File: config.mk
export PLATFORM = sky130hd
export DESIGN_NAME = mir_irq_ctrl
export DESIGN_NICKNAME = d
export VERILOG_FILES = /design/src/logic/mir_pkg.sv /design/src/logic/mir_irq_ctrl.sv
export VERILOG_INCLUDE_DIRS = /design/src /design/src/logic
export SDC_FILE = /design/constraint.sdc
export NUM_CORES = 1
export LEC_CHECK = 0
export BUFFER_PORTS_ARGS = -buffer_cell sky130_fd_sc_hd__buf_4
export CAP_MARGIN = 0
export CORE_UTILIZATION = 46
export CTS_CLUSTER_DIAMETER = 40
export CTS_CLUSTER_SIZE = 25
export DETAILED_ROUTE_END_ITERATION = 12
export PLACE_DENSITY = 0.7
export SYNTH_ARGS = -nofsm -noshare
export SYNTH_HDL_FRONTEND = slang
export SYNTH_SLANG_ARGS = --single-unit
File: constraint.sdc
create_clock -name sys_clk -period 2.2 [get_ports sys_clk]
set_input_delay 0 -clock sys_clk [delete_from_list [all_inputs] [get_ports sys_clk]]
set_output_delay 0 -clock sys_clk [all_outputs]
set_load 0.005 [all_outputs]
File: src/logic/mir_params.svh
/*
 Constants of the interrupt request logic: register map, field positions,
 edge codes, vector numbering and default sizes.
 Assumes it is included by the package and by the controller module.
*/
// Function
// - Pin edge of chosen type sets external flag
// - External vector needs global, pin enable, stack room
// - Pin active only if enabled, routed, input
// - External service clears its flag and global enable
// - Pull-high selection stays valid on interrupt pins
// - Edge select picks rising, falling, both or off
// - Up to ten shared interrupts merge peripheral sources
// - Shared flag sets when a member source flag sets
// - Shared service clears shared flag and global enable
// - Converter done flag sets on conversion end
// - Converter vector gated; service clears flag, global enable
// - Each timer gives A-match and P-match flags, enables
// - Shared source vectors need global, source, shared enables
// - Low supply report sets low supply flag
// - EEPROM write end sets its flag
// - Serial one: byte, address match or timeout
// - Serial two flag sets on each byte
// - Any flag rising wakes the device, enabled or not
`ifndef MIR_PARAMS_SVH
`define MIR_PARAMS_SVH

`define MIR_ADDR_W        12
`define MIR_OFS_GIE       12'h000
`define MIR_OFS_EXT_CTRL  12'h004
`define MIR_OFS_EDGE      12'h008
`define MIR_OFS_EXT_FLAG  12'h00c
`define MIR_OFS_CONV      12'h010
`define MIR_OFS_SRC_EN    12'h014
`define MIR_OFS_SRC_FLAG  12'h018
`define MIR_OFS_MF_EN     12'h01c
`define MIR_OFS_MF_FLAG   12'h020
`define MIR_OFS_PEND      12'h024

`define MIR_GIE_BIT       0
`define MIR_PULL_LSB      8
`define MIR_CONV_EN_BIT   0
`define MIR_CONV_FLAG_BIT 1
`define MIR_PEND_ST_BIT   4

`define MIR_NUM_EXT       4
`define MIR_NUM_MF        10
`define MIR_NUM_TM        2
`define MIR_MISC_SRCS     4
`define MIR_SRC_LOW       0
`define MIR_SRC_EE        1
`define MIR_SRC_SER1      2
`define MIR_SRC_SER2      3

`define MIR_EDGE_OFF      2'h0
`define MIR_EDGE_RISE     2'h1
`define MIR_EDGE_FALL     2'h2
`define MIR_EDGE_BOTH     2'h3
`define MIR_EDGE_RISE_BIT 0
`define MIR_EDGE_FALL_BIT 1

`define MIR_VEC_CONV      4
`define MIR_VEC_MF0       5

`endif

File: src/logic/mir_pkg.sv
/*
 Types of the interrupt request logic.
 Assumes mir_params.svh is on the include path.
*/
`include "mir_params.svh"

package mir_pkg;
   typedef enum logic [0:0] {
      MIR_IDLE = 1'h0,
      MIR_REQ  = 1'h1
   } mir_state_t;

   typedef logic [3:0] mir_vec_t;
   typedef logic [1:0] mir_edge_t;
endpackage

File: src/logic/mir_irq_ctrl.sv
/*
 Interrupt request logic: four edge-triggered external pins, a converter
 done interrupt and shared interrupts merging timer, supply, EEPROM and
 serial requests; vector request to the core with acknowledge; APB slave.
 Assumes all inputs synchronous to sys_clk, event inputs one cycle pulses,
 and the core pulses core_ack once per taken vector.
*/
`timescale 1ns/100ps
`include "mir_params.svh"

module mir_irq_ctrl
   import mir_pkg::*;
#(
   parameter int NUM_MF = `MIR_NUM_MF,
   parameter int NUM_TM = `MIR_NUM_TM
)
(
   // Clock and reset
   input  wire logic                      sys_clk,
   input  wire logic                      sys_rst,
   // APB slave
   input  wire logic [`MIR_ADDR_W-1:0]    paddr,
   input  wire logic                      psel,
   input  wire logic                      penable,
   input  wire logic                      pwrite,
   input  wire logic [31:0]               pwdata,
   output logic      [31:0]               prdata,
   output logic                           pready,
   output logic                           pslverr,
   // External pins and their pin setup
   input  wire logic [`MIR_NUM_EXT-1:0]   ext_irq_pins,
   input  wire logic [`MIR_NUM_EXT-1:0]   pin_share_sel,
   input  wire logic [`MIR_NUM_EXT-1:0]   port_dir_in,
   output logic      [`MIR_NUM_EXT-1:0]   pull_up_en,
   // Peripheral events
   input  wire logic                      conv_done,
   input  wire logic [NUM_TM-1:0]         tm_match_a,
   input  wire logic [NUM_TM-1:0]         tm_match_p,
   input  wire logic                      low_supply_det,
   input  wire logic                      eeprom_write_end,
   input  wire logic                      ser1_byte_done,
   input  wire logic                      ser1_addr_match,
   input  wire logic                      ser1_bus_timeout,
   input  wire logic                      ser2_byte_done,
   // Core side
   input  wire logic                      stack_full,
   input  wire logic                      core_ack,
   output logic                           irq_req,
   output mir_vec_t                       irq_vec,
   output logic                           wake
);

   localparam int NUM_SRC = 2 * NUM_TM + `MIR_MISC_SRCS;
   localparam int NV      = `MIR_VEC_MF0 + NUM_MF;
   localparam int NX      = `MIR_NUM_EXT;

   mir_state_t            state;
   logic                  global_irq_enable;
   logic [NX-1:0]         ext_enable_bits;
   logic [NX-1:0]         ext_request_flags;
   logic [2*NX-1:0]       edge_select_reg;
   logic                  conv_done_enable;
   logic                  conv_done_flag;
   logic [NUM_SRC-1:0]    src_enable;
   logic [NUM_SRC-1:0]    src_flag;
   logic [NUM_MF-1:0]     shared_enable_bit;
   logic [NUM_MF-1:0]     shared_request_flag;
   logic [NX-1:0]         pin_q;
   logic                  pin_q_vld;
   logic [NX-1:0]         ext_active;
   logic [NX-1:0]         ext_evt;
   logic [NUM_SRC-1:0]    src_evt;
   logic [NUM_SRC-1:0]    src_new;
   logic [NUM_MF-1:0]     mf_set;
   logic [NV-1:0]         cand;
   logic                  cand_ok;
   mir_vec_t              best_vec;
   logic                  ack_fire;
   logic                  wr_en;
   logic [31:0]           rd_val;
   logic                  rd_err;
   logic [NV+NUM_SRC-1:0] all_flags;
   logic [NV+NUM_SRC-1:0] flags_q;

   // Any flag of the sources mapped onto shared interrupt m
   function automatic logic mf_hit(input logic [NUM_SRC-1:0] v, input int m);
      logic r;
      r = 1'b0;
      for (int i = 0; i < NUM_SRC; i++)
      begin
         if (i % NUM_MF == m)
            r = r | v[i];
      end
      return r;
   endfunction

   function automatic mir_vec_t pick_lowest(input logic [NV-1:0] c);
      mir_vec_t r;
      r = '0;
      for (int i = NV - 1; i >= 0; i--)
      begin
         if (c[i])
            r = 4'(i);
      end
      return r;
   endfunction

   // APB: one wait state per access, data registered on the same edge as pready
   assign wr_en    = psel & penable & pready & pwrite;
   assign ack_fire = (state == MIR_REQ) & core_ack;

   always_ff @(posedge sys_clk)
   begin
      if (sys_rst)
      begin
         pready  <= 1'b0;
         pslverr <= 1'b0;
         prdata  <= '0;
      end
      else
      begin
         pready  <= psel & penable & ~pready;
         pslverr <= psel & penable & ~pready & rd_err;
         if (psel & penable & ~pready & ~pwrite)
            prdata <= rd_val;
      end
   end

   always_comb
   begin
      rd_val = '0;
      rd_err = 1'b0;
      case (paddr)
         `MIR_OFS_GIE:      rd_val[`MIR_GIE_BIT] = global_irq_enable;
         `MIR_OFS_EXT_CTRL:
         begin
            rd_val[NX-1:0] = ext_enable_bits;
            rd_val[`MIR_PULL_LSB +: NX] = pull_up_en;
         end
         `MIR_OFS_EDGE:     rd_val[2*NX-1:0] = edge_select_reg;
         `MIR_OFS_EXT_FLAG: rd_val[NX-1:0] = ext_request_flags;
         `MIR_OFS_CONV:
         begin
            rd_val[`MIR_CONV_EN_BIT]   = conv_done_enable;
            rd_val[`MIR_CONV_FLAG_BIT] = conv_done_flag;
         end
         `MIR_OFS_SRC_EN:   rd_val[NUM_SRC-1:0] = src_enable;
         `MIR_OFS_SRC_FLAG: rd_val[NUM_SRC-1:0] = src_flag;
         `MIR_OFS_MF_EN:    rd_val[NUM_MF-1:0] = shared_enable_bit;
         `MIR_OFS_MF_FLAG:  rd_val[NUM_MF-1:0] = shared_request_flag;
         `MIR_OFS_PEND:
         begin
            rd_val[3:0] = irq_vec;
            rd_val[`MIR_PEND_ST_BIT] = state;
         end
         default:           rd_err = 1'b1;
      endcase
   end

   // Plain control registers
   always_ff @(posedge sys_clk)
   begin
      if (sys_rst)
      begin
         ext_enable_bits   <= '0;
         pull_up_en        <= '0;
         edge_select_reg   <= '0;
         conv_done_enable  <= 1'b0;
         src_enable        <= '0;
         shared_enable_bit <= '0;
      end
      else if (wr_en)
      begin
         case (paddr)
            `MIR_OFS_EXT_CTRL:
            begin
               ext_enable_bits <= pwdata[NX-1:0];
               pull_up_en      <= pwdata[`MIR_PULL_LSB +: NX];
            end
            `MIR_OFS_EDGE:    edge_select_reg   <= pwdata[2*NX-1:0];
            `MIR_OFS_CONV:    conv_done_enable  <= pwdata[`MIR_CONV_EN_BIT];
            `MIR_OFS_SRC_EN:  src_enable        <= pwdata[NUM_SRC-1:0];
            `MIR_OFS_MF_EN:   shared_enable_bit <= pwdata[NUM_MF-1:0];
            default:          ;
         endcase
      end
   end

   always_ff @(posedge sys_clk)
   begin
      if (sys_rst)
         global_irq_enable <= 1'b0;
      else if (ack_fire)
         global_irq_enable <= 1'b0;
      else if (wr_en && paddr == `MIR_OFS_GIE)
         global_irq_enable <= pwdata[`MIR_GIE_BIT];
   end

   // Edges ignored until a first pin sample exists
   always_ff @(posedge sys_clk)
   begin
      if (sys_rst)
      begin
         pin_q     <= '0;
         pin_q_vld <= 1'b0;
      end
      else
      begin
         pin_q     <= ext_irq_pins;
         pin_q_vld <= 1'b1;
      end
   end

   always_comb
   begin
      for (int i = 0; i < NX; i++)
      begin
         ext_active[i] = ext_enable_bits[i] & pin_share_sel[i] & port_dir_in[i]
                         & (edge_select_reg[2*i +: 2] != `MIR_EDGE_OFF);
         ext_evt[i] = ext_active[i] & pin_q_vld
            & ((ext_irq_pins[i] & ~pin_q[i] & edge_select_reg[2*i+`MIR_EDGE_RISE_BIT])
             | (~ext_irq_pins[i] & pin_q[i] & edge_select_reg[2*i+`MIR_EDGE_FALL_BIT]));
      end
   end

   // set wins over service and software clear
   always_ff @(posedge sys_clk)
   begin
      if (sys_rst)
         ext_request_flags <= '0;
      else
      begin
         for (int i = 0; i < NX; i++)
         begin
            if (ext_evt[i])
               ext_request_flags[i] <= 1'b1;
            else if ((ack_fire && irq_vec == 4'(i))
                     || (wr_en && paddr == `MIR_OFS_EXT_FLAG && pwdata[i]))
               ext_request_flags[i] <= 1'b0;
         end
      end
   end

   always_ff @(posedge sys_clk)
   begin
      if (sys_rst)
         conv_done_flag <= 1'b0;
      else if (conv_done)
         conv_done_flag <= 1'b1;
      else if ((ack_fire && irq_vec == 4'(`MIR_VEC_CONV))
               || (wr_en && paddr == `MIR_OFS_CONV && pwdata[`MIR_CONV_FLAG_BIT]))
         conv_done_flag <= 1'b0;
   end

   always_comb
   begin
      src_evt = '0;
      for (int t = 0; t < NUM_TM; t++)
      begin
         src_evt[2*t]   = tm_match_a[t];
         src_evt[2*t+1] = tm_match_p[t];
      end
      src_evt[2*NUM_TM+`MIR_SRC_LOW]  = low_supply_det;
      src_evt[2*NUM_TM+`MIR_SRC_EE]   = eeprom_write_end;
      src_evt[2*NUM_TM+`MIR_SRC_SER1] = ser1_byte_done | ser1_addr_match
                                        | ser1_bus_timeout;
      src_evt[2*NUM_TM+`MIR_SRC_SER2] = ser2_byte_done;
      src_new = src_evt & ~src_flag;
      for (int m = 0; m < NUM_MF; m++)
      begin
         mf_set[m] = mf_hit(src_new, m);
      end
   end

   // source flags cleared by software only
   always_ff @(posedge sys_clk)
   begin
      if (sys_rst)
         src_flag <= '0;
      else if (wr_en && paddr == `MIR_OFS_SRC_FLAG)
         src_flag <= (src_flag & ~pwdata[NUM_SRC-1:0]) | src_evt;
      else
         src_flag <= src_flag | src_evt;
   end

   always_ff @(posedge sys_clk)
   begin
      if (sys_rst)
         shared_request_flag <= '0;
      else
      begin
         for (int m = 0; m < NUM_MF; m++)
         begin
            if (mf_set[m])
               shared_request_flag[m] <= 1'b1;
            else if ((ack_fire && irq_vec == 4'(`MIR_VEC_MF0 + m))
                     || (wr_en && paddr == `MIR_OFS_MF_FLAG && pwdata[m]))
               shared_request_flag[m] <= 1'b0;
         end
      end
   end

   always_comb
   begin
      cand_ok = global_irq_enable & ~stack_full;
      cand    = '0;
      for (int i = 0; i < NX; i++)
         cand[i] = ext_request_flags[i] & ext_enable_bits[i];
      cand[`MIR_VEC_CONV] = conv_done_flag & conv_done_enable;
      for (int m = 0; m < NUM_MF; m++)
      begin
         cand[`MIR_VEC_MF0+m] = shared_request_flag[m] & shared_enable_bit[m]
                                & mf_hit(src_flag & src_enable, m);
      end
      best_vec = pick_lowest(cand);
   end

   always_ff @(posedge sys_clk)
   begin
      if (sys_rst)
      begin
         state   <= MIR_IDLE;
         irq_req <= 1'b0;
         irq_vec <= '0;
      end
      else
      begin
         unique case (state)
            MIR_IDLE:
            begin
               if (cand_ok && |cand)
               begin
                  state   <= MIR_REQ;
                  irq_req <= 1'b1;
                  irq_vec <= best_vec;
               end
            end
            MIR_REQ:
            begin
               // Withdraw if the cause vanished before the core took it
               if (core_ack || !(cand_ok && cand[irq_vec]))
               begin
                  state   <= MIR_IDLE;
                  irq_req <= 1'b0;
               end
            end
         endcase
      end
   end

   // wake on any flag rise, enables ignored
   assign all_flags = {shared_request_flag, src_flag, conv_done_flag, ext_request_flags};

   always_ff @(posedge sys_clk)
   begin
      if (sys_rst)
      begin
         flags_q <= '0;
         wake    <= 1'b0;
      end
      else
      begin
         flags_q <= all_flags;
         wake    <= |(all_flags & ~flags_q);
      end
   end
endmodule

# Yosys cells after proc, flatten, opt, wreduce, memory -nomap -nowiden

Cells that the tools add are included.

Bits in registers: 104
Latch bits: 0
Memory bits (writable): 0
ROM bits: 0
Word-level logic and storage cells: 282
Memories: 0

$add $sub $neg: 0
Multipliers: 0
Div/mod/pow operators: 0
$lt $le $gt $ge: 1
Eq/ne operators: 23
Shift operators: 0
Multiplexer cells: 57
Bitwise gates (word level): 92
Reduce and logical (&&, ||, !) cells: 78

Operators by type and width:

| cell                  | count |
|---|---|
| $and A1 B1 Y1         | 65 |
| $mux W4               | 13 |
| $eq A12 B5 Y1 const B | 4 |
| $reduce_bool A2 Y1    | 17 |
| $logic_and A1 B1 Y1   | 33 |
| $mux W1               | 33 |
| $and A8 B8 Y8         | 3 |
| $eq A12 B4 Y1 const B | 2 |
| $eq A12 B6 Y1 const B | 2 |
| $and A21 B23 Y23      | 1 |
| $not A21 Y23          | 1 |
| $reduce_or A23 Y1     | 1 |
| $eq A4 B4 Y1 const B  | 5 |
| $eq A4 B3 Y1 const B  | 4 |
| $not A8 Y8            | 2 |
| $or A8 B8 Y8          | 2 |
| $pmux W2 S8           | 1 |
| $pmux W3 S5           | 1 |
| $logic_or A1 B1 Y1    | 14 |
| $reduce_and A2 Y1     | 7 |
| $reduce_or A13 Y1     | 1 |
| $eq A12 B3 Y1 const B | 1 |
| $logic_not A12 Y1     | 1 |
| $not A1 Y1            | 12 |
| other kinds (18)      | 25 |

# Logic depth before layout (Yosys ltp)

Gate-level depths: netlist of the first run.

Depth in word-level cells: 15
Gate-level depth with buffers: 7
Mapped depth without buffers: 5

# Least setup slack after synthesis of the first run

Ideal clock, no wire load.

Path type: register -> register
Start point: register irq_vec[0]
End point: register irq_req
Library setup time: 95 ps
Data arrival time: 1673 ps
Setup slack: 432 ps
Cell stages (with the launch flop): 6
Buffers on the path: 1
Period minus slack after synthesis: 1768 ps
Cells stage by stage: dfxtp_1 > clkbuf_1 > mux4_2 > a22oi_1 > nand4_1 > a221oi_1

Cells in the longest elaborated chain, start to end: 7

Ends and longest elaborated chain:

| element                            | RTL line            | text |
|---|---|---|
| start, declared                    | mir_irq_ctrl.sv:49  | `output mir_vec_t irq_vec,` |
| start signal, assigned             | mir_irq_ctrl.sv:335 | `irq_vec <= best_vec;` |
| $bmux W1 S4                        | mir_irq_ctrl.sv:341 | `if (core_ack \|\| !(cand_ok && cand[irq_vec]))` |
| $mux W1 (implied by the code)      | mir_irq_ctrl.sv:341 |  |
| $logic_and A1 B1 Y1                | mir_irq_ctrl.sv:341 |  |
| $logic_not A1 Y1                   | mir_irq_ctrl.sv:341 |  |
| $logic_or A1 B1 Y1                 | mir_irq_ctrl.sv:341 |  |
| $ne A2 B1 Y1 (no source line)      | n/a                 |  |
| $reduce_and A2 Y1 (no source line) | n/a                 |  |
| end signal, assigned               | mir_irq_ctrl.sv:323 | `irq_req <= 1'b0;` |
| end signal, assigned               | mir_irq_ctrl.sv:334 | `irq_req <= 1'b1;` |
| end signal, assigned               | mir_irq_ctrl.sv:344 | `irq_req <= 1'b0;` |
| end, declared                      | mir_irq_ctrl.sv:48  | `output logic irq_req,` |

No other way between the ends. The select of a mux whose other input is x is not followed.
A chain may end at the register's enable or synchronous reset.

# Final worst setup path of the first run

Start point: input paddr[7]
End point: register src_flag[7]

Cells in the longest elaborated chain, start to end: 3

Ends and longest elaborated chain:

| element                              | RTL line            | text |
|---|---|---|
| start, declared                      | mir_irq_ctrl.sv:22  | `` input wire logic [`MIR_ADDR_W-1:0] paddr, `` |
| $eq A12 B5 Y1                        | n/a                 |  |
| $logic_and A1 B1 Y1 (no source line) | n/a                 |  |
| $mux W8                              | mir_irq_ctrl.sv:280 | `` else if (wr_en && paddr == `MIR_OFS_SRC_FLAG) `` |
| end signal, assigned                 | mir_irq_ctrl.sv:281 | `src_flag <= (src_flag & ~pwdata[NUM_SRC-1:0]) \| src_evt;` |
| end signal, assigned                 | mir_irq_ctrl.sv:283 | `src_flag <= src_flag \| src_evt;` |
| end, declared                        | mir_irq_ctrl.sv:65  | `logic [NUM_SRC-1:0] src_flag;` |

No other way between the ends.

==> results of run 1 <==
cell families (layout without fill, tap and decap cells):
family,after synthesis,count (layout),share of synthesized area [%]
buffers and inverters,74,175,7.40
flip-flops,104,104,42.1
multiplexers,51,51,11.5
AND/OR/NAND/NOR,219,219,23.1
AO/OA/AOI/OAI,123,123,15.8
other,1,20,0.0759
final cells by class:
cell class	instances	area, um^2	area share (%)
Clock inverter	6	66.3	1.07
Multi-Input combinational cell	413	2560	41.3
Tap cell	136	170	2.74
Sequential cell	104	2080	33.6
Timing Repair Buffer	134	1090	17.6
Clock buffer	10	138	2.22
Inverter	25	93.8	1.51
placed cells by master (no fill, tap or decap), drive strengths merged, types with 4 or more instances in the layout:
cell type      n
nor4           6
inv           26
a21oi         33
nor2          83
o31ai          4
mux4           4
nor2b         11
o21ai         30
buf          101
a31oi          6
a31o           7
dlygate4sd3   33
and4           7
nand3b         4
nand3         12
dfxtp        104
nand4         30
or3            4
a22oi          8
mux2           6
clkbuf        10
o22ai         14
mux2i         41
nor3           9
conb          20
clkinv         4
nand2         39
synthesized netlist by cell type (3+ instances only):
cell	instances	area [um^2]
sky130_fd_sc_hd__clkbuf_1	20	75.1
sky130_fd_sc_hd__o22ai_1	14	87.6
sky130_fd_sc_hd__a22oi_1	8	60.1
sky130_fd_sc_hd__mux2i_1	41	410
sky130_fd_sc_hd__nand3_1	11	55.1
sky130_fd_sc_hd__buf_1	4	15.0
sky130_fd_sc_hd__a221oi_1	3	26.3
sky130_fd_sc_hd__mux4_2	4	90.1
sky130_fd_sc_hd__dfxtp_1	104	2080
sky130_fd_sc_hd__nor2_1	81	304
sky130_fd_sc_hd__a22o_1	3	26.3
sky130_fd_sc_hd__o21ai_0	29	145
sky130_fd_sc_hd__inv_1	25	93.8
sky130_fd_sc_hd__and2_1	3	18.8
sky130_fd_sc_hd__a31o_2	7	61.3
sky130_fd_sc_hd__nor4_1	4	25.0
sky130_fd_sc_hd__buf_4	20	150
sky130_fd_sc_hd__a21oi_1	33	165
sky130_fd_sc_hd__nor2b_1	11	68.8
sky130_fd_sc_hd__nand2_1	39	146
sky130_fd_sc_hd__nand4_1	30	188
sky130_fd_sc_hd__nand3b_1	4	30.0
sky130_fd_sc_hd__mux2_2	6	67.6
sky130_fd_sc_hd__o31ai_1	4	30.0
sky130_fd_sc_hd__and4_1	7	61.3
sky130_fd_sc_hd__buf_2	4	20.0
sky130_fd_sc_hd__nor3_1	7	35.0
sky130_fd_sc_hd__or3_1	4	25.0
sky130_fd_sc_hd__a31oi_1	6	37.5
worst max-delay path: stages:
cell and delay, ns:
sky130_fd_sc_hd__buf_4 0.11, sky130_fd_sc_hd__or4_1 0.67, sky130_fd_sc_hd__nor4_2 0.19, sky130_fd_sc_hd__buf_4 0.26
sky130_fd_sc_hd__nand4_1 0.11, sky130_fd_sc_hd__a21oi_1 0.18, sky130_fd_sc_hd__dlygate4sd3_1 0.57, sky130_fd_sc_hd__nor2_1 0.04
stage by stage:
stage,setup slack [ns],hold WS [ns],util (%),std cells
2_1_floorplan,0.432,0.0750,-,591
3_3_place_gp,0.372,0.212,54.7,779
3_5_place_dp,0.396,0.226,54.7,779
4_1_cts,0.376,0.0316,59.8,828
5_1_grt,0.223,0.0469,59.8,828
6_report,0.319,0.0291,59.8,828
final timing paths:
path                                      startpoint           to  slack, ns  cells past startpoint
worst max-delay path                        paddr[7]  src_flag[7]       0.32                      8
worst min-delay path                         sys_rst   flags_q[8]       0.03                      2
worst max register to register  ext_request_flags[3]      irq_req       0.34                      5
worst min register to register            prdata[10]   prdata[10]       0.46                      2
power by group:
part	switching [W]	internal [W]
clock network	0.000671	0.000562
registers	0.0000412	0.00194
logic	0.000207	0.000187
total	0.000919	0.00269
per-layer routing:
layer,up-vias,track usage (%),wire (um)
met5,-,0,0
met4,0,11.5,501
met3,49,5.13,1230
met2,244,47.6,7290
met1,2262,36.2,6410
li1,2255,-,-
timing repair:
action | 4_1_cts | 5_1_grt
hold endpoints to repair | 57 | 0
endpoints found under the setup margin | 0 | 0
hold buffers | 33 | 0
==> results, run 1 <==
- The netlist uses 55 different library cells.
- Detailed routing inserted a total of 4810 vias.
- The H-tree was split into 3 levels.
- The number of hold violations in the final report came to 0.
- The number of cells produced by synthesis is 572.
- The warning count from the yosys run is 0.
- The placed cell area is 5670 um^2.
- The synthesized design contains 104 register bits.
- The wire length of the first global-routing pass is 24100 um.
- The setup path with the least slack is of type primary input to flip-flop.
- The mean routed wirelength per cell is 18.6 um.
- The final net count is 761.
- The number of flip-flops in the largest register is 21.
- The worst-case IR drop observed on VDD is 0.574 mV.
- The proportion of layout cells with a drive suffix above 1 is 20.8%.
- The number of placed I/O pins is 118.
- The die is 106 um tall.
- In the synthesized netlist the dominant register cell turns out to be sky130_fd_sc_hd__dfxtp_1.
- Setup violations remaining at the end of the flow were counted as 0.
- The count of max-cap constraint violations is 0.
- The path category of the worst min-delay check is primary input to flip-flop.
- Summed over all failing endpoints, the final setup total negative slack is 0 ns.
- The final count of pins violating max slew is 0.
- The number of gates resized after cts is 0.
- Dividing the synthesized area by the synthesized cell count gives 8.64 um^2.
- The proportion of register bits with asynchronous set or reset after synthesis is 0%.
- The number of global-route vias before repair came to 4554.
- The number of filler cells placed in the layout is 947.
- Counting every sink on the clock net gives 104.
- The critical path required time is 2.45 ns.
- The detailed router finished its first iteration with 535 violations.
- The final RePlAce weighted congestion is 0.959.
- After legalization and detailed placement, the total HPWL measured 11500 um.
- The final layout contains routed wiring with a total length of 15400 um.
- The root buffer cell is sky130_fd_sc_hd__clkbuf_8.
- For the finished layout, the period the worst path requires is 1.88 ns.
- The worst setup path is launched from a primary input.
- Post-CTS timing repair inserted 0 buffers for setup.
- Power spread over the standard cell area amounts to 582 nW/um^2.
- In this run the static leakage power is 2.67 nW.
- The number of detailed-route iterations in the first pass is 6.
- STA classifies the critical path endpoint as a flip-flop.
- The cell row count is 37.
- The final critical-path share of the clock period is 85.5%.
- Measured along the x axis, the die boundary spans 106 um.
- The summed area of non-filler cells in the final layout is 6200 um^2.
- The synthesized cell area is 4940 um^2.
- The part of the Yosys area used for sequential elements is 42.1%.
- The remaining max-slew budget at the tightest pin is 53.6%.
- The final antenna diode count is 0.
- The largest net degree at the start of global routing is 43.
- Ranked by flip-flop count, first place goes to flags_q.
- The initial antenna violation count was 0.
- Data on the critical path arrives at its endpoint at 2.14 ns.
- The largest registers in the layout are flags_q (21), prdata (12), shared_enable_bit (10).
- At the pin with the least slew margin, the transition time is 0.691 ns.
- The number of buffers on the longest clock path is 2.
- The area growth from synthesis to final layout is 25.6%.
- The number of buffers added by the clock tree synthesis step is 9.
- Once the floorplan was initialized, standard cells occupied 47.6% of the core.
- The clock latency on the worst-skew pair is 0.37 ns.
- The run finished with clean final reports.
- The area enclosed by the die boundary is 11200 um^2.
- The largest fanout on the critical path is 13.
- The global routing usage summed across all routing layers is 28.4%.
- The overflow left after global routing is 0.
- Input and output buffers added on the ports amount to 77.
- The overall power consumption is 0.00361 W.
- The number of remaining DRC errors is 0.
- For the final database, setup skew stands at 0.0137 ns.
- The TritonCTS clock tree is built.
- The count of nets left with antenna violations once routing finished came out at 0.
- Based on the critical path, the design can be clocked at up to 532 MHz.
- The synthesized design contains 0 enable-type register cells.
- Setup repair after global routing left no endpoint under its margin.
- The mean number of vias per cell is 5.81.
- The core region is 10400 um^2.
- The clock transition at the register clock pins on the worst setup and hold paths after CTS is 0.10 ns.
Note: power is estimated with default switching activity, not from simulation.
==> inputs of run 2 (changes only) <==
--- a/config.mk
+++ b/config.mk
@@ -12,6 +12,7 @@
 export CTS_CLUSTER_DIAMETER = 40
 export CTS_CLUSTER_SIZE = 25
 export DETAILED_ROUTE_END_ITERATION = 12
+export MAX_ROUTING_LAYER = met4
 export PLACE_DENSITY = 0.7
 export SYNTH_ARGS = -nofsm -noshare
 export SYNTH_HDL_FRONTEND = slang
==> results, run 2 (synthesized netlist as in run 1, its figures left out) <==
- The run finished with clean final reports.
- Leaving out fill and tap cells, the most frequent cell in the layout is sky130_fd_sc_hd__dfxtp_1.
- The mean number of vias per cell was 5.87 (+1.1%).
- The final antenna diode count is 0 (unchanged).
- The number of filler cells placed in the layout is 942 (-0.53%).
- The hold-critical path endpoint is flags_q[6].
- The clock transition at the register clock pins on the worst setup and hold paths after CTS was 0.10 ns (about the same).
- The register with the highest flop count is flags_q.
- The data arrival time of the critical path came to 2.25 ns (+0.11 ns).
- The sum of negative setup slack is 0 ns (unchanged).
- The power density normalized to cell area is 565 nW/um^2 (-3.0%).
- The final count of pins violating max slew was 0 (unchanged).
- The largest net degree at the start of global routing is 44 (+2.3%).
- The largest fanout on the critical path is 8 (-5).
- STA classifies the critical path endpoint as a flip-flop.
- The proportion of layout cells with a drive suffix above 1 is 20.6% (-0.20 points).
- The clock latency on the worst-skew pair is 0.39 ns (+0.02 ns).
- The number of placed I/O pins is 118 (unchanged).
- The slew at the pin closest to its max-slew limit is 0.724 ns (+0.0332 ns).
- The number of buffers on the longest clock path is 2 (unchanged).
- The depth of the CTS H-tree is 3 (unchanged).
- The total clock sinks is 104 (unchanged).
- The area of the core was 10400 um^2 (unchanged).
- The mean routed wirelength per cell came to 18.9 um (+1.3%).
- The startpoint identified for the worst register-to-register timing path is pready.
- The effective utilization at floorplan is 47.6% (unchanged).
- The number of hold violations in the final report is 0 (unchanged).
- The overflow left after global routing is 0 (unchanged).
- The number of global-route vias before repair was 4635 (+1.8%).
- The number of flip-flops in the largest register was 21 (unchanged).
- The final setup violation count came to 0 (unchanged).
- The count of max-cap constraint violations is 0 (unchanged).
- The TritonCTS clock tree is built.
- The final net count was 763 (+0.26%).
- The critical path required time was 2.46 ns (about the same).
- The initial antenna violation count was 0 (unchanged).
- Setup repair after global routing left no endpoint under its margin.
- The worst hold slack was 0.0216 ns (-0.00747 ns).
- The largest registers in the layout are flags_q (21), prdata (12), shared_enable_bit (10).
- The worst register-to-register path ends at src_flag[4].
- The worst voltage drop across the vdd grid is 0.544 mV (-5.3%).
- The worst clock skew on the final layout was 0.0152 ns (+0.00147 ns).
- The die width was 106 um (unchanged).
- The area enclosed by the die boundary is 11200 um^2 (unchanged).
- The number of remaining DRC errors is 0 (unchanged).
- The number of buffers added for setup after CTS was 0 (unchanged).
- The area growth from synthesis to final layout came to 25.6% (unchanged).
- The leakage power is 2.66 nW (-0.34%).
- The post-detailed-placement half-perimeter wirelength was 11400 um (-0.68%).
- The number of violations reported at the end of detailed-routing iteration 0 is 470 (-12%).
- The overall routed net length is 15700 um (+1.5%).
- The type of element launching the critical path is a flip-flop.
- The startpoint identified for the worst hold timing path is sys_rst.
- The register-to-register setup slack is 0.21 ns (-0.13 ns).
- The remaining antenna violation count after routing is 0 (unchanged).
- The critical setup path kind is flip-flop to flip-flop.
- The remaining max-slew budget at the tightest pin is 51.7% (-1.9 points).
- In the layout the commonest cells are sky130_fd_sc_hd__dfxtp_1 (104), sky130_fd_sc_hd__buf_4 (100), sky130_fd_sc_hd__nor2_1 (81), sky130_fd_sc_hd__mux2i_1 (41), sky130_fd_sc_hd__nand2_1 (39).
- The path class of the tightest hold or removal check is primary input to flip-flop.
- The vertical extent of the die is 106 um (unchanged).
- The global routing usage summed across all routing layers was 29.9% (+1.5 points).
- The final RePlAce weighted congestion was 0.965 (+0.66%).
- The depth of the worst register-to-register path is 7 (+2).
- The maximum clock frequency is 503 MHz (-5.5%).
- The wire length of the first global-routing pass is 24600 um (+2.1%).
- The cell row count is 37 (unchanged).
- The number of detailed-route iterations in the first pass is 5 (-1).
- The root buffer cell is sky130_fd_sc_hd__clkbuf_8.
- The number of buffers added by the clock tree synthesis step came to 9 (unchanged).
- The number of vias in the routed layout is 4876 (+1.4%).
- The port buffer count is 77 (unchanged).
- The final critical-path share of the clock period is 90.4% (+4.9 points).
- The final critical path time including I/O delays and setup is 1.99 ns (+0.109 ns).
- The hold-critical path depth is 2 (unchanged).
-- run 2: changes by cell type in the layout (fill, tap and decap cells not counted) --
| cell | delta |
|---|---|
| sky130_fd_sc_hd__clkbuf_8 | -1 |
| sky130_fd_sc_hd__inv_6 | -1 |
| sky130_fd_sc_hd__clkinv_4 | +1 |
| sky130_fd_sc_hd__buf_4 | -1 |
| sky130_fd_sc_hd__clkinv_2 | -1 |
| sky130_fd_sc_hd__clkinvlp_4 | +2 |
| sky130_fd_sc_hd__dlygate4sd3_1 | +3 |
| sky130_fd_sc_hd__bufinv_16 | -1 |
| sky130_fd_sc_hd__inv_8 | +1 |
-- run 2: timing repair --
| item | CTS | global route |
|---|---|---|
| endpoints found under the hold margin | 59 | 0 |
| hold buffers | 36 | 0 |
| resized for setup | 0 | 0 |
-- run 2: power by group --
group,switching [W],internal [W]
sequential,0.0000427,0.00194
clock,0.000698,0.000423
combinational,0.000207,0.000191
total,0.000948,0.00255
-- run 2: metrics by stage --
stage	std cells	utilization [%]	total power, W	setup WS [ns]	cell area (um^2)
finish	830	59.8	0.00350	0.210	6200
global route	830	59.8	0.00364	0.142	6200
CTS	830	59.8	0.00350	0.267	6200
detailed placement	778	54.6	0.00236	0.384	5660
global placement	778	54.6	0.00235	0.372	5660
floorplan	591	-	0.00221	0.432	5010
-- run 2: how the worst max path moves through the flow --
stage,depth (start not counted),from,endpoint,slack [ns]
after detailed placement,7,paddr[7],shared_enable_bit[7],0.38
after floorplan,5,irq_vec[0],irq_req,0.43
after global routing,7,pready,src_flag[4],0.14
after CTS,7,pready,src_flag[7],0.27
final,7,pready,src_flag[4],0.21
after global placement,7,paddr[7],shared_enable_bit[4],0.37
-- run 2: worst max-delay path, stage by stage (launching register included) --
cell and delay [ns]:
sky130_fd_sc_hd__dfxtp_1 0.42, sky130_fd_sc_hd__nand2_1 0.09, sky130_fd_sc_hd__nor2_2 0.25, sky130_fd_sc_hd__buf_4 0.25
sky130_fd_sc_hd__nand4_1 0.11, sky130_fd_sc_hd__a21oi_1 0.15, sky130_fd_sc_hd__dlygate4sd3_1 0.57, sky130_fd_sc_hd__nor2_1 0.04
-- run 2: layer usage --
layer,vias to the layer above,wire length (um),track usage [%]
met5,-,0,-
met4,0,311,8.83
met3,30,1220,6.49
met2,247,7630,49.5
met1,2342,6510,36.7
li1,2257,-,-
-- run 2: area by class of cell --
class / instances / area, um^2 / share of cell area, %
timing repair buffer: 136 / 1110 / 17.9
clock buffer: 9 / 124 / 2.00
inverter: 25 / 93.8 / 1.51
clock inverter: 7 / 57.6 / 0.928
multi-input combinational: 413 / 2560 / 41.3
sequential: 104 / 2080 / 33.6
tap: 136 / 170 / 2.74
